--- src/include/swr_pkg.sv ---
// Shared constants and state types for the single-wire ROM layer.
`default_nettype none
package swr_pkg;
    // System clock period in nanoseconds (10 MHz).
    localparam int CLK_NS = 100;
    // Width of the line timers.
    localparam int CW = 16;
    // Line low time that counts as a reset, regular and overdrive, in microseconds.
    localparam int RST_US = 120;
    localparam int OD_RST_US = 16;
    // Reset length that drops overdrive, in microseconds.
    localparam int LONG_RST_US = 480;
    // Wait after the reset edge before presence, in microseconds.
    localparam int PWAIT_US = 30;
    localparam int OD_PWAIT_US = 3;
    // Presence low time, in microseconds.
    localparam int PLOW_US = 120;
    localparam int OD_PLOW_US = 12;
    // Sample point and read-zero hold after a slot edge, in microseconds.
    localparam int SMP_US = 30;
    localparam int OD_SMP_US = 3;
    localparam int HOLD_US = 30;
    localparam int OD_HOLD_US = 3;
    // Cycle counts, least times rounded up.
    localparam logic [CW-1:0] RST_CYC = CW'((RST_US * 1000 + CLK_NS - 1) / CLK_NS);
    localparam logic [CW-1:0] OD_RST_CYC = CW'((OD_RST_US * 1000 + CLK_NS - 1) / CLK_NS);
    localparam int LONG_RST_CYC = (LONG_RST_US * 1000 + CLK_NS - 1) / CLK_NS;
    localparam logic [CW-1:0] PWAIT_CYC = CW'((PWAIT_US * 1000 + CLK_NS - 1) / CLK_NS);
    localparam logic [CW-1:0] OD_PWAIT_CYC = CW'((OD_PWAIT_US * 1000 + CLK_NS - 1) / CLK_NS);
    localparam logic [CW-1:0] PLOW_CYC = CW'((PLOW_US * 1000 + CLK_NS - 1) / CLK_NS);
    localparam logic [CW-1:0] OD_PLOW_CYC = CW'((OD_PLOW_US * 1000 + CLK_NS - 1) / CLK_NS);
    localparam logic [CW-1:0] SMP_CYC = CW'((SMP_US * 1000 + CLK_NS - 1) / CLK_NS);
    localparam logic [CW-1:0] OD_SMP_CYC = CW'((OD_SMP_US * 1000 + CLK_NS - 1) / CLK_NS);
    localparam logic [CW-1:0] HOLD_CYC = CW'((HOLD_US * 1000 + CLK_NS - 1) / CLK_NS);
    localparam logic [CW-1:0] OD_HOLD_CYC = CW'((OD_HOLD_US * 1000 + CLK_NS - 1) / CLK_NS);
    // Command codes.
    localparam logic [7:0] CMD_READ = 8'h33;
    localparam logic [7:0] CMD_MATCH = 8'h55;
    localparam logic [7:0] CMD_SEARCH = 8'hf0;
    localparam logic [7:0] CMD_CSEARCH = 8'hec;
    localparam logic [7:0] CMD_SKIP = 8'hcc;
    localparam logic [7:0] CMD_ODSKIP = 8'h3c;
    localparam logic [7:0] CMD_ODMATCH = 8'h69;
    localparam logic [7:0] CMD_RESUME = 8'ha5;
    // Wiper position after power-on.
    localparam logic [7:0] WIPER_DEFAULT = 8'h00;
    // Identity value; arbitrary, for simulation only.
    localparam logic [63:0] ROM_ID_DEFAULT = 64'h5a3c_9e17_42b6_0d2c;
    // Line timer states.
    typedef enum logic [1:0] {
        T_IDLE = 2'b00,
        T_SLOT = 2'b01,
        T_PWAIT = 2'b11,
        T_PRES = 2'b10
    } swr_tstate_type;
    // Command layer states.
    typedef enum logic [2:0] {
        S_CMD = 3'b000,
        S_MATCH = 3'b001,
        S_SRCH_B = 3'b011,
        S_SRCH_C = 3'b010,
        S_SRCH_D = 3'b110,
        S_READ = 3'b111,
        S_FUNC = 3'b101,
        S_PASSIVE = 3'b100
    } swr_state_type;
endpackage
`default_nettype wire

--- src/include/swr_line_if.sv ---
// Link between the command layer and the line timer.
`default_nettype none
interface swr_line_if;
    logic line_in;    // Sampled line level.
    logic od;         // Overdrive timing selected.
    logic tx_en;      // Device sends in the next slot.
    logic tx_bit;     // Bit to send.
    logic bit_done;   // One-cycle pulse at the sample point.
    logic rx_bit;     // Line level at the sample point.
    logic reset_seen; // One-cycle pulse at the end of a reset.
    logic reset_long; // Last reset was a long one.
    logic drive_low;  // Device pulls the line low.
    modport timer (input line_in, od, tx_en, tx_bit,
                   output bit_done, rx_bit, reset_seen, reset_long, drive_low);
    modport cmd (input bit_done, rx_bit, reset_seen, reset_long, drive_low,
                 output od, tx_en, tx_bit);
endinterface
`default_nettype wire

--- src/core/swr_rom_layer.sv ---
// Single-wire ROM command layer with speed control and resume flag.
// Operation
// - Read command sends family, serial, CRC.
// - Match proceeds only on full identity equality.
// - Mismatched device stays passive until reset.
// - Search: bit, complement, then master direction.
// - Conditional search only when wiper is zero.
// - Skip goes straight to function layer.
// - Overdrive skip selects and enters overdrive.
// - Reset of 480 us drops overdrive.
// - Short reset keeps overdrive mode.
// - Overdrive match selects at overdrive speed.
// - Prior overdrive survives another device's match.
// - Resume acts like skip only if flagged.
// - Flag set only by successful selecting commands.
// - Flag cleared when another device is selected.
// - Presence waits a set time after reset.
// - Presence pulse has a set low time.
// - Regular speed unless overdrive; overdrive times everything.
// - Master falling edge starts the slot timer.
// - Write slot sampled at fixed timer delay.
// - Read zero holds line low; one releases.
// - Commands are eight bits after reset.
// - Bus idles high; long low is reset.
`default_nettype none
module swr_rom_layer #(
    parameter logic [63:0] ROM_ID = swr_pkg::ROM_ID_DEFAULT,
    parameter int LONG_RESET_CYCLES = swr_pkg::LONG_RST_CYC
) (
    input wire logic clk,
    input wire logic sys_rst,
    input wire logic line_in,
    input wire logic [7:0] wiper_pos,
    output logic line_out,
    output logic line_oe_n,
    output logic overdrive,
    output logic resume_flag,
    output logic func_active
);
    import swr_pkg::*;

    swr_line_if lk(); // Link to the line timer.
    swr_state_type state_reg; // Command layer state.
    logic [5:0] idx_reg; // Bit counter within the current field.
    logic [7:0] shift_reg; // Command byte assembly, LSB first.
    logic miss_reg; // A match bit has differed.
    logic od_match_reg; // Current match runs at overdrive.
    logic od_prev_reg; // Speed before an overdrive match began.
    logic [7:0] cmd_byte;
    logic rom_bit;
    logic last;
    logic cmd_done;
    logic match_end;
    logic match_ok;
    logic srch_dir;
    logic srch_fail;
    logic srch_ok;

    // The timer sees the synchronous line input.
    assign lk.line_in = line_in;

    swr_slot_timer #(
        .LONG_CYC(LONG_RESET_CYCLES)
    ) u_timer (
        .clk(clk),
        .sys_rst(sys_rst),
        .lk(lk)
    );

    // Decode helpers for the current bit.
    assign cmd_byte = {lk.rx_bit, shift_reg[7:1]};
    assign rom_bit = ROM_ID[idx_reg];
    assign last = idx_reg == 6'h3f;
    assign cmd_done = state_reg == S_CMD && lk.bit_done && idx_reg == 6'h07;
    assign match_end = state_reg == S_MATCH && lk.bit_done && last;
    assign match_ok = match_end && !miss_reg && lk.rx_bit == rom_bit;
    assign srch_dir = state_reg == S_SRCH_D && lk.bit_done;
    assign srch_fail = srch_dir && lk.rx_bit != rom_bit;
    assign srch_ok = srch_dir && last && !srch_fail;
    assign lk.od = overdrive;

    // What the device sends in the next slot.
    always_comb begin
        lk.tx_en = 1'b0;
        lk.tx_bit = 1'b1;
        case (state_reg)
            S_READ: begin
                lk.tx_en = 1'b1;
                lk.tx_bit = rom_bit;
            end
            S_SRCH_B: begin
                lk.tx_en = 1'b1;
                lk.tx_bit = rom_bit;
            end
            S_SRCH_C: begin
                lk.tx_en = 1'b1;
                lk.tx_bit = ~rom_bit;
            end
            default: begin
                lk.tx_en = 1'b0;
                lk.tx_bit = 1'b1;
            end
        endcase
    end

    // Command sequencing; every reset restarts at the command byte.
    always_ff @(posedge clk or posedge sys_rst) begin
        if (sys_rst) begin
            state_reg <= S_CMD;
            idx_reg <= '0;
            shift_reg <= '0;
            miss_reg <= 1'b0;
            od_match_reg <= 1'b0;
        end else if (lk.reset_seen) begin
            state_reg <= S_CMD;
            idx_reg <= '0;
            miss_reg <= 1'b0;
            od_match_reg <= 1'b0;
        end else if (lk.bit_done) begin
            case (state_reg)
                S_CMD: begin
                    // Assemble the command byte, then dispatch.
                    shift_reg <= cmd_byte;
                    idx_reg <= idx_reg + 1'b1;
                    if (idx_reg == 6'h07) begin
                        idx_reg <= '0;
                        case (cmd_byte)
                            CMD_READ: state_reg <= S_READ;
                            CMD_MATCH: state_reg <= S_MATCH;
                            CMD_SEARCH: state_reg <= S_SRCH_B;
                            CMD_CSEARCH: begin
                                // Only a wiper at its power-on value joins.
                                if (wiper_pos == WIPER_DEFAULT) begin
                                    state_reg <= S_SRCH_B;
                                end else begin
                                    state_reg <= S_PASSIVE;
                                end
                            end
                            CMD_SKIP: state_reg <= S_FUNC;
                            CMD_ODSKIP: state_reg <= S_FUNC;
                            CMD_ODMATCH: begin
                                state_reg <= S_MATCH;
                                od_match_reg <= 1'b1;
                            end
                            CMD_RESUME: begin
                                if (resume_flag) begin
                                    state_reg <= S_FUNC;
                                end else begin
                                    state_reg <= S_PASSIVE;
                                end
                            end
                            default: state_reg <= S_PASSIVE;
                        endcase
                    end
                end
                S_READ: begin
                    // Identity goes out bit by bit, then the function layer.
                    idx_reg <= idx_reg + 1'b1;
                    if (last) begin
                        state_reg <= S_FUNC;
                    end
                end
                S_MATCH: begin
                    // Compare every received bit with our identity.
                    idx_reg <= idx_reg + 1'b1;
                    if (lk.rx_bit != rom_bit) begin
                        miss_reg <= 1'b1;
                    end
                    if (match_ok) begin
                        state_reg <= S_FUNC;
                    end else if (last) begin
                        state_reg <= S_PASSIVE;
                    end
                end
                S_SRCH_B: state_reg <= S_SRCH_C;
                S_SRCH_C: state_reg <= S_SRCH_D;
                S_SRCH_D: begin
                    // Follow the master's direction or drop out.
                    idx_reg <= idx_reg + 1'b1;
                    if (srch_fail) begin
                        state_reg <= S_PASSIVE;
                    end else if (srch_ok) begin
                        state_reg <= S_FUNC;
                    end else begin
                        state_reg <= S_SRCH_B;
                    end
                end
                default: begin
                    // Function layer and passive both wait for a reset.
                    state_reg <= state_reg;
                end
            endcase
        end
    end

    // Speed: a long reset leaves overdrive; a failed overdrive match restores the speed held before it.
    always_ff @(posedge clk or posedge sys_rst) begin
        if (sys_rst) begin
            overdrive <= 1'b0;
            od_prev_reg <= 1'b0;
        end else if (lk.reset_seen) begin
            if (lk.reset_long) begin
                overdrive <= 1'b0;
            end
        end else if (cmd_done && (cmd_byte == CMD_ODSKIP || cmd_byte == CMD_ODMATCH)) begin
            od_prev_reg <= overdrive;
            overdrive <= 1'b1;
        end else if (match_end && od_match_reg && !match_ok) begin
            overdrive <= od_prev_reg;
        end
    end

    // Resume flag: set by our selection, cleared when another is selected.
    always_ff @(posedge clk or posedge sys_rst) begin
        if (sys_rst) begin
            resume_flag <= 1'b0;
        end else if (match_ok || srch_ok) begin
            resume_flag <= 1'b1;
        end else if ((match_end && !match_ok) || srch_fail) begin
            resume_flag <= 1'b0;
        end
    end

    // Registered pin and status outputs; the pin only ever pulls low.
    always_ff @(posedge clk or posedge sys_rst) begin
        if (sys_rst) begin
            line_out <= 1'b0;
            line_oe_n <= 1'b1;
            func_active <= 1'b0;
        end else begin
            line_out <= 1'b0;
            line_oe_n <= ~lk.drive_low;
            func_active <= state_reg == S_FUNC;
        end
    end
endmodule // swr_rom_layer
`default_nettype wire

--- src/core/swr_slot_timer.sv ---
// Line timer: slot timing, reset detection and presence pulse.
`default_nettype none
module swr_slot_timer #(
    parameter int LONG_CYC = swr_pkg::LONG_RST_CYC
) (
    input wire logic clk,
    input wire logic sys_rst,
    swr_line_if.timer lk
);
    import swr_pkg::*;

    logic line_prev_reg; // Line level one cycle back.
    logic od_low_reg; // Speed in force when the line last fell.
    logic [CW-1:0] low_reg; // Cycles the master has held the line low.
    logic [CW-1:0] cnt_reg; // Timer for slots and presence.
    swr_tstate_type st_reg; // Timer state.
    logic fall;
    logic rise;
    logic reset_hit;
    logic [CW-1:0] rst_cyc;
    logic [CW-1:0] smp_cyc;
    logic [CW-1:0] hold_cyc;
    logic [CW-1:0] pwait_cyc;
    logic [CW-1:0] plow_cyc;

    // Edges of the line and the speed-dependent timings.
    assign fall = line_prev_reg & ~lk.line_in;
    assign rise = ~line_prev_reg & lk.line_in;
    // A low is judged at the speed in force when it began, so a regular-speed write-zero
    // that ends after a switch to overdrive is not mistaken for a reset.
    assign rst_cyc = od_low_reg ? OD_RST_CYC : RST_CYC;
    assign smp_cyc = lk.od ? OD_SMP_CYC : SMP_CYC;
    assign hold_cyc = lk.od ? OD_HOLD_CYC : HOLD_CYC;
    assign pwait_cyc = lk.od ? OD_PWAIT_CYC : PWAIT_CYC;
    assign plow_cyc = lk.od ? OD_PLOW_CYC : PLOW_CYC;
    // A reset is a long low ended by a rising edge outside our own presence.
    assign reset_hit = rise && st_reg != T_PRES && low_reg >= rst_cyc;

    // Line history for edge detection, and the speed at the last falling edge.
    always_ff @(posedge clk or posedge sys_rst) begin
        if (sys_rst) begin
            line_prev_reg <= 1'b1;
            od_low_reg <= 1'b0;
        end else begin
            line_prev_reg <= lk.line_in;
            if (fall) begin
                // Remember which reset threshold applies to this low.
                od_low_reg <= lk.od;
            end
        end
    end

    // Low-time counter; our presence pulse never counts as a master reset.
    // A read-zero we are sending still counts, so a reset that starts inside it keeps its full length.
    always_ff @(posedge clk or posedge sys_rst) begin
        if (sys_rst) begin
            low_reg <= '0;
        end else if (lk.line_in || st_reg == T_PRES) begin
            low_reg <= '0;
        end else if (low_reg != '1) begin
            low_reg <= low_reg + 1'b1;
        end
    end

    // Slot, reset and presence sequencing.
    always_ff @(posedge clk or posedge sys_rst) begin
        if (sys_rst) begin
            st_reg <= T_IDLE;
            cnt_reg <= '0;
            lk.drive_low <= 1'b0;
            lk.bit_done <= 1'b0;
            lk.rx_bit <= 1'b1;
            lk.reset_seen <= 1'b0;
            lk.reset_long <= 1'b0;
        end else begin
            lk.bit_done <= 1'b0;
            lk.reset_seen <= 1'b0;
            if (reset_hit) begin
                // Reset ends: wait, then answer with presence.
                lk.reset_seen <= 1'b1;
                lk.reset_long <= low_reg >= CW'(LONG_CYC);
                st_reg <= T_PWAIT;
                cnt_reg <= '0;
                lk.drive_low <= 1'b0;
            end else begin
                case (st_reg)
                    T_IDLE: begin
                        // The master's falling edge starts the slot timer.
                        if (fall) begin
                            st_reg <= T_SLOT;
                            cnt_reg <= 16'h0001;
                            lk.drive_low <= lk.tx_en & ~lk.tx_bit;
                        end
                    end
                    T_SLOT: begin
                        // Sample, release a zero, then wait for the line to rise.
                        if (cnt_reg != '1) begin
                            cnt_reg <= cnt_reg + 1'b1;
                        end
                        if (cnt_reg == smp_cyc) begin
                            lk.rx_bit <= lk.line_in;
                            lk.bit_done <= 1'b1;
                        end
                        if (cnt_reg == hold_cyc) begin
                            lk.drive_low <= 1'b0;
                        end
                        if (cnt_reg > smp_cyc && cnt_reg > hold_cyc && lk.line_in) begin
                            st_reg <= T_IDLE;
                        end
                    end
                    T_PWAIT: begin
                        // Quiet wait after the reset edge.
                        cnt_reg <= cnt_reg + 1'b1;
                        if (cnt_reg + 1'b1 >= pwait_cyc) begin
                            st_reg <= T_PRES;
                            cnt_reg <= '0;
                            lk.drive_low <= 1'b1;
                        end
                    end
                    default: begin
                        // Presence pulse.
                        cnt_reg <= cnt_reg + 1'b1;
                        if (cnt_reg + 1'b1 >= plow_cyc) begin
                            st_reg <= T_IDLE;
                            lk.drive_low <= 1'b0;
                        end
                    end
                endcase
            end
        end
    end
endmodule // swr_slot_timer
`default_nettype wire

--- config.mk ---
export PLATFORM = sky130hd
export DESIGN_NAME = swr_rom_layer
export DESIGN_NICKNAME = d
export VERILOG_FILES = /design/src/include/swr_pkg.sv /design/src/include/swr_line_if.sv /design/src/core/swr_rom_layer.sv /design/src/core/swr_slot_timer.sv
export SDC_FILE = /design/constraint.sdc
export NUM_CORES = 1
export LEC_CHECK = 0
export ABC_CLOCK_PERIOD_IN_PS = 3700
export BUFFER_PORTS_ARGS = -buffer_cell sky130_fd_sc_hd__buf_2
export CAP_MARGIN = 20
export CORE_UTILIZATION = 54
export DETAILED_ROUTE_END_ITERATION = 7
export GPL_TIMING_DRIVEN = 0
export PLACE_DENSITY = 0.75
export SYNTH_ARGS = -nofsm -noshare
export SYNTH_HDL_FRONTEND = slang
export SYNTH_HIERARCHICAL = 1
export SYNTH_SLANG_ARGS = --single-unit
--- constraint.sdc ---
create_clock -name clk -period 3.7 [get_ports clk]
set_input_delay 0.37 -clock clk [delete_from_list [all_inputs] [get_ports clk]]
set_output_delay 0.37 -clock clk [all_outputs]
set_load 0.02 [all_outputs]
==> flow_metrics.tcl <==
set metrics [dict create \
    crit_type "flip-flop to flip-flop" \
    seqPwrFrac_pct 39.8 \
    max_freq_ghz 0.330 \
    hold_violations 0 \
    p_sw_share_pct 32.7 \
    io-pin-count 16 \
    synth_edf_count 0 \
    fillerInstances 737 \
    syn_area_um2 4660 \
    grt_pass1_wl_mm 17.9 \
    cts_tree "yes" \
    rsz0062_at_grt "no" \
    clock_sink_count 64 \
    async_reset_ff_share_pct 100 \
    num_vias 4049 \
    critical_path.top_delay_family "compound AO/OA/AOI/OAI gates" \
    io_buffers 14 \
    final-seq-area_um2 1610 \
    p_switching_uw 641 \
    synth_top_area_share_pct 32.8 \
    whs_ns 0.184 \
    highest_layer "met4" \
    tightestPinTransition_ns 0.869 \
    finalSetupTns_ns 0 \
    yosysTopAreaCell "dfrtp_1" \
    drt-initial-drc-count 241 \
    period_needed_ns 3.03 \
    dr_wl_met2_mm 5.03 \
    wire_per_inst_um 16.2 \
    cts.repair.resized 0 \
    rows 33 \
    num_antenna_cells 0 \
    clkPwrFrac_pct 35.1 \
    finalWirelength_mm 10.6 \
    synth_seq_cells 64 \
    htreeDepth 3 \
    crit_fanout 10 \
    cp-end-kind "flip-flop" \
    ys.flop_type "dfrtp_1" \
    vias_per_cell 6.17 \
    grt_pass1_vias 3896 \
    crit_chain "buf_2 -> and4_1 -> nand2_1 -> xnor2_1 -> ha_1 -> a21oi_1 -> o41ai_1 -> o31a_2 -> o31ai_4 -> nor3b_4 -> a22o_1" \
    die_x_um 94.9 \
    setup_viol_count_final 0 \
    cp.required_ns 3.98 \
    routed-wl-met3_um 539 \
    power.leakage_uw 0.00219 \
    cp.depth 11 \
    synthTopCellsByArea "dfrtp_1 (33%), ha_1 (7.5%), nand2_1 (4.1%)" \
    ant_nets 0 \
    overflow 0 \
    maxSlewViolCount 0 \
    layout-drive-gt1-share_pct 14.5 \
    worst_r2r_path_depth 11 \
    power_uw 1960 \
    hold_class "input port to flip-flop" \
    combPwrFrac_pct 25.1 \
    syn_to_final_growth_pct 9.24 \
    final_common_cell "dfrtp_1" \
    antenna_found_initial 0 \
    drv_cap 0 \
    ys_seq_area_share_pct 34.5 \
    clkLatencyLatePin_ns 0.34 \
    cp_num_buf_inv 1 \
    die_area_um2 9000 \
    crit_arrival_ns 3.30 \
    start_util_pct 56.1 \
    grt_max_degree 42 \
    layout_common_cells "dfrtp_1 (61), nand2_1 (51), nor2_1 (45)" \
    crit_slowest_cell "o31a_2" \
    cts_inserted_buffers 9 \
    clock_path_buffers 2 \
    fin_skew_ns 0.00628 \
    syn_area_per_cell_um2 8.94 \
    grt_util_all_layers_pct 25.5 \
    min_path_cells 1 \
    ys_types 83 \
    power_density_nw_per_um2 385 \
    ys_warn_count 6 \
    root_buffer "clkbuf_8" \
    drcViolationCount 0 \
    status "complete, no violations" \
    period_share_pct 81.9 \
    timing.slew.headroom_pct 42.0 \
    gp_congestion 0.898 \
    synthesis.nets 560 \
    cp-start-kind "flip-flop" \
    hpwl_mm 7.71 \
    final_nets 585 \
    wl_met1_mm 4.85 \
    clk_pin_slew_ns 0.07 \
    die_h_um 94.9 \
    multi_input_area_um2 2840 \
    p_int_uw 1320 \
    dr.pass1.iters 5 \
    synth_cells 521 \
    post-cts-setup-buffer-count 0 \
    postCtsHoldBufs 0 \
    max_stage_delay_ns 0.40 \
    max-vdd-ir-drop_v 0.000208 \
    core-area_um2 8300 \
]
## path summary, 6_finish.rpt
path                                       from                     to  slack, ns
min in group asynchronous               sys_rst           shift_reg[5]       0.21
max in group asynchronous               sys_rst     u_timer/cnt_reg[0]       2.94
setup / recovery             u_timer/cnt_reg[0]     u_timer/cnt_reg[6]       0.67
setup reg to reg             u_timer/cnt_reg[0]     u_timer/cnt_reg[6]       0.67
hold reg to reg            u_timer/lk.drive_low              line_oe_n       0.43
hold / removal                          line_in  u_timer/line_prev_reg       0.18
## power by group through the flow
stage               sequential [uW]  clock (uW)  combinational (uW)
floorplan                       789           0                 355
global placement                790           0                 474
detailed placement              793           0                 488
CTS                             779         708                 489
global route                    785         741                 537
finish                          781         689                 492
## per-layer routing
metal | GRT usage, % | vias up
met5 | 0 | -
met4 | 9.85 | 0
met3 | 4.99 | 22
met2 | 42.6 | 133
met1 | 32.5 | 1947
li1 | - | 1947
## cell families after synthesis
family                   share of synthesized area [%]
other                                           0.0805
multiplexers                                      3.63
AO/OA/AOI/OAI                                     15.9
adder cells (fa/ha/maj)                           7.52
flip-flops                                        34.5
buffers and inverters                             4.70
XOR/XNOR                                          5.45
AND/OR/NAND/NOR                                   28.3
## cells in the mapped netlist (all sizes together), types with 3 or more instances
master and instances:
nor2b 15, and3 7, o41ai 3, or4 4
or2 4, nor4bb 4, nor4 11, ha 28
nand4b 4, nor2 46, o21ai 17, or3 6
a211oi 6, xnor2 17, a31oi 5, nand3 25
dfrtp 61, nand4 13, nor3 17, and2 3
and4 8, a21oi 26, dfstp 3, a22o 6
nand2 51, o31ai 7, mux2 12, buf 12
nand4bb 3, inv 25, nand3b 5, nand2b 6
nor3b 3, xor2 12, clkbuf 12, mux2i 3
## per-stage QoR
stage                     area [um2]  worst slack [ns]  util [%]  std cells
after global placement          4860             0.769      58.6        640
after detailed placement        4860             0.706      58.6        640
after floorplan                 4660              1.18         -        521
after CTS                       5090             0.690      61.3        656
final                           5090             0.671      61.3        656
after global routing            5090             0.450      61.3        656
## layout make-up
type	count	share of cell area, %
clock inverter	6	1.79
sequential	64	31.5
timing repair buffer	14	1.38
multi-input combinational	408	55.7
tap	105	2.58
buffer	24	2.46
clock buffer	10	2.70
inverter	25	1.84
Power figures use the tool's default switching activity.
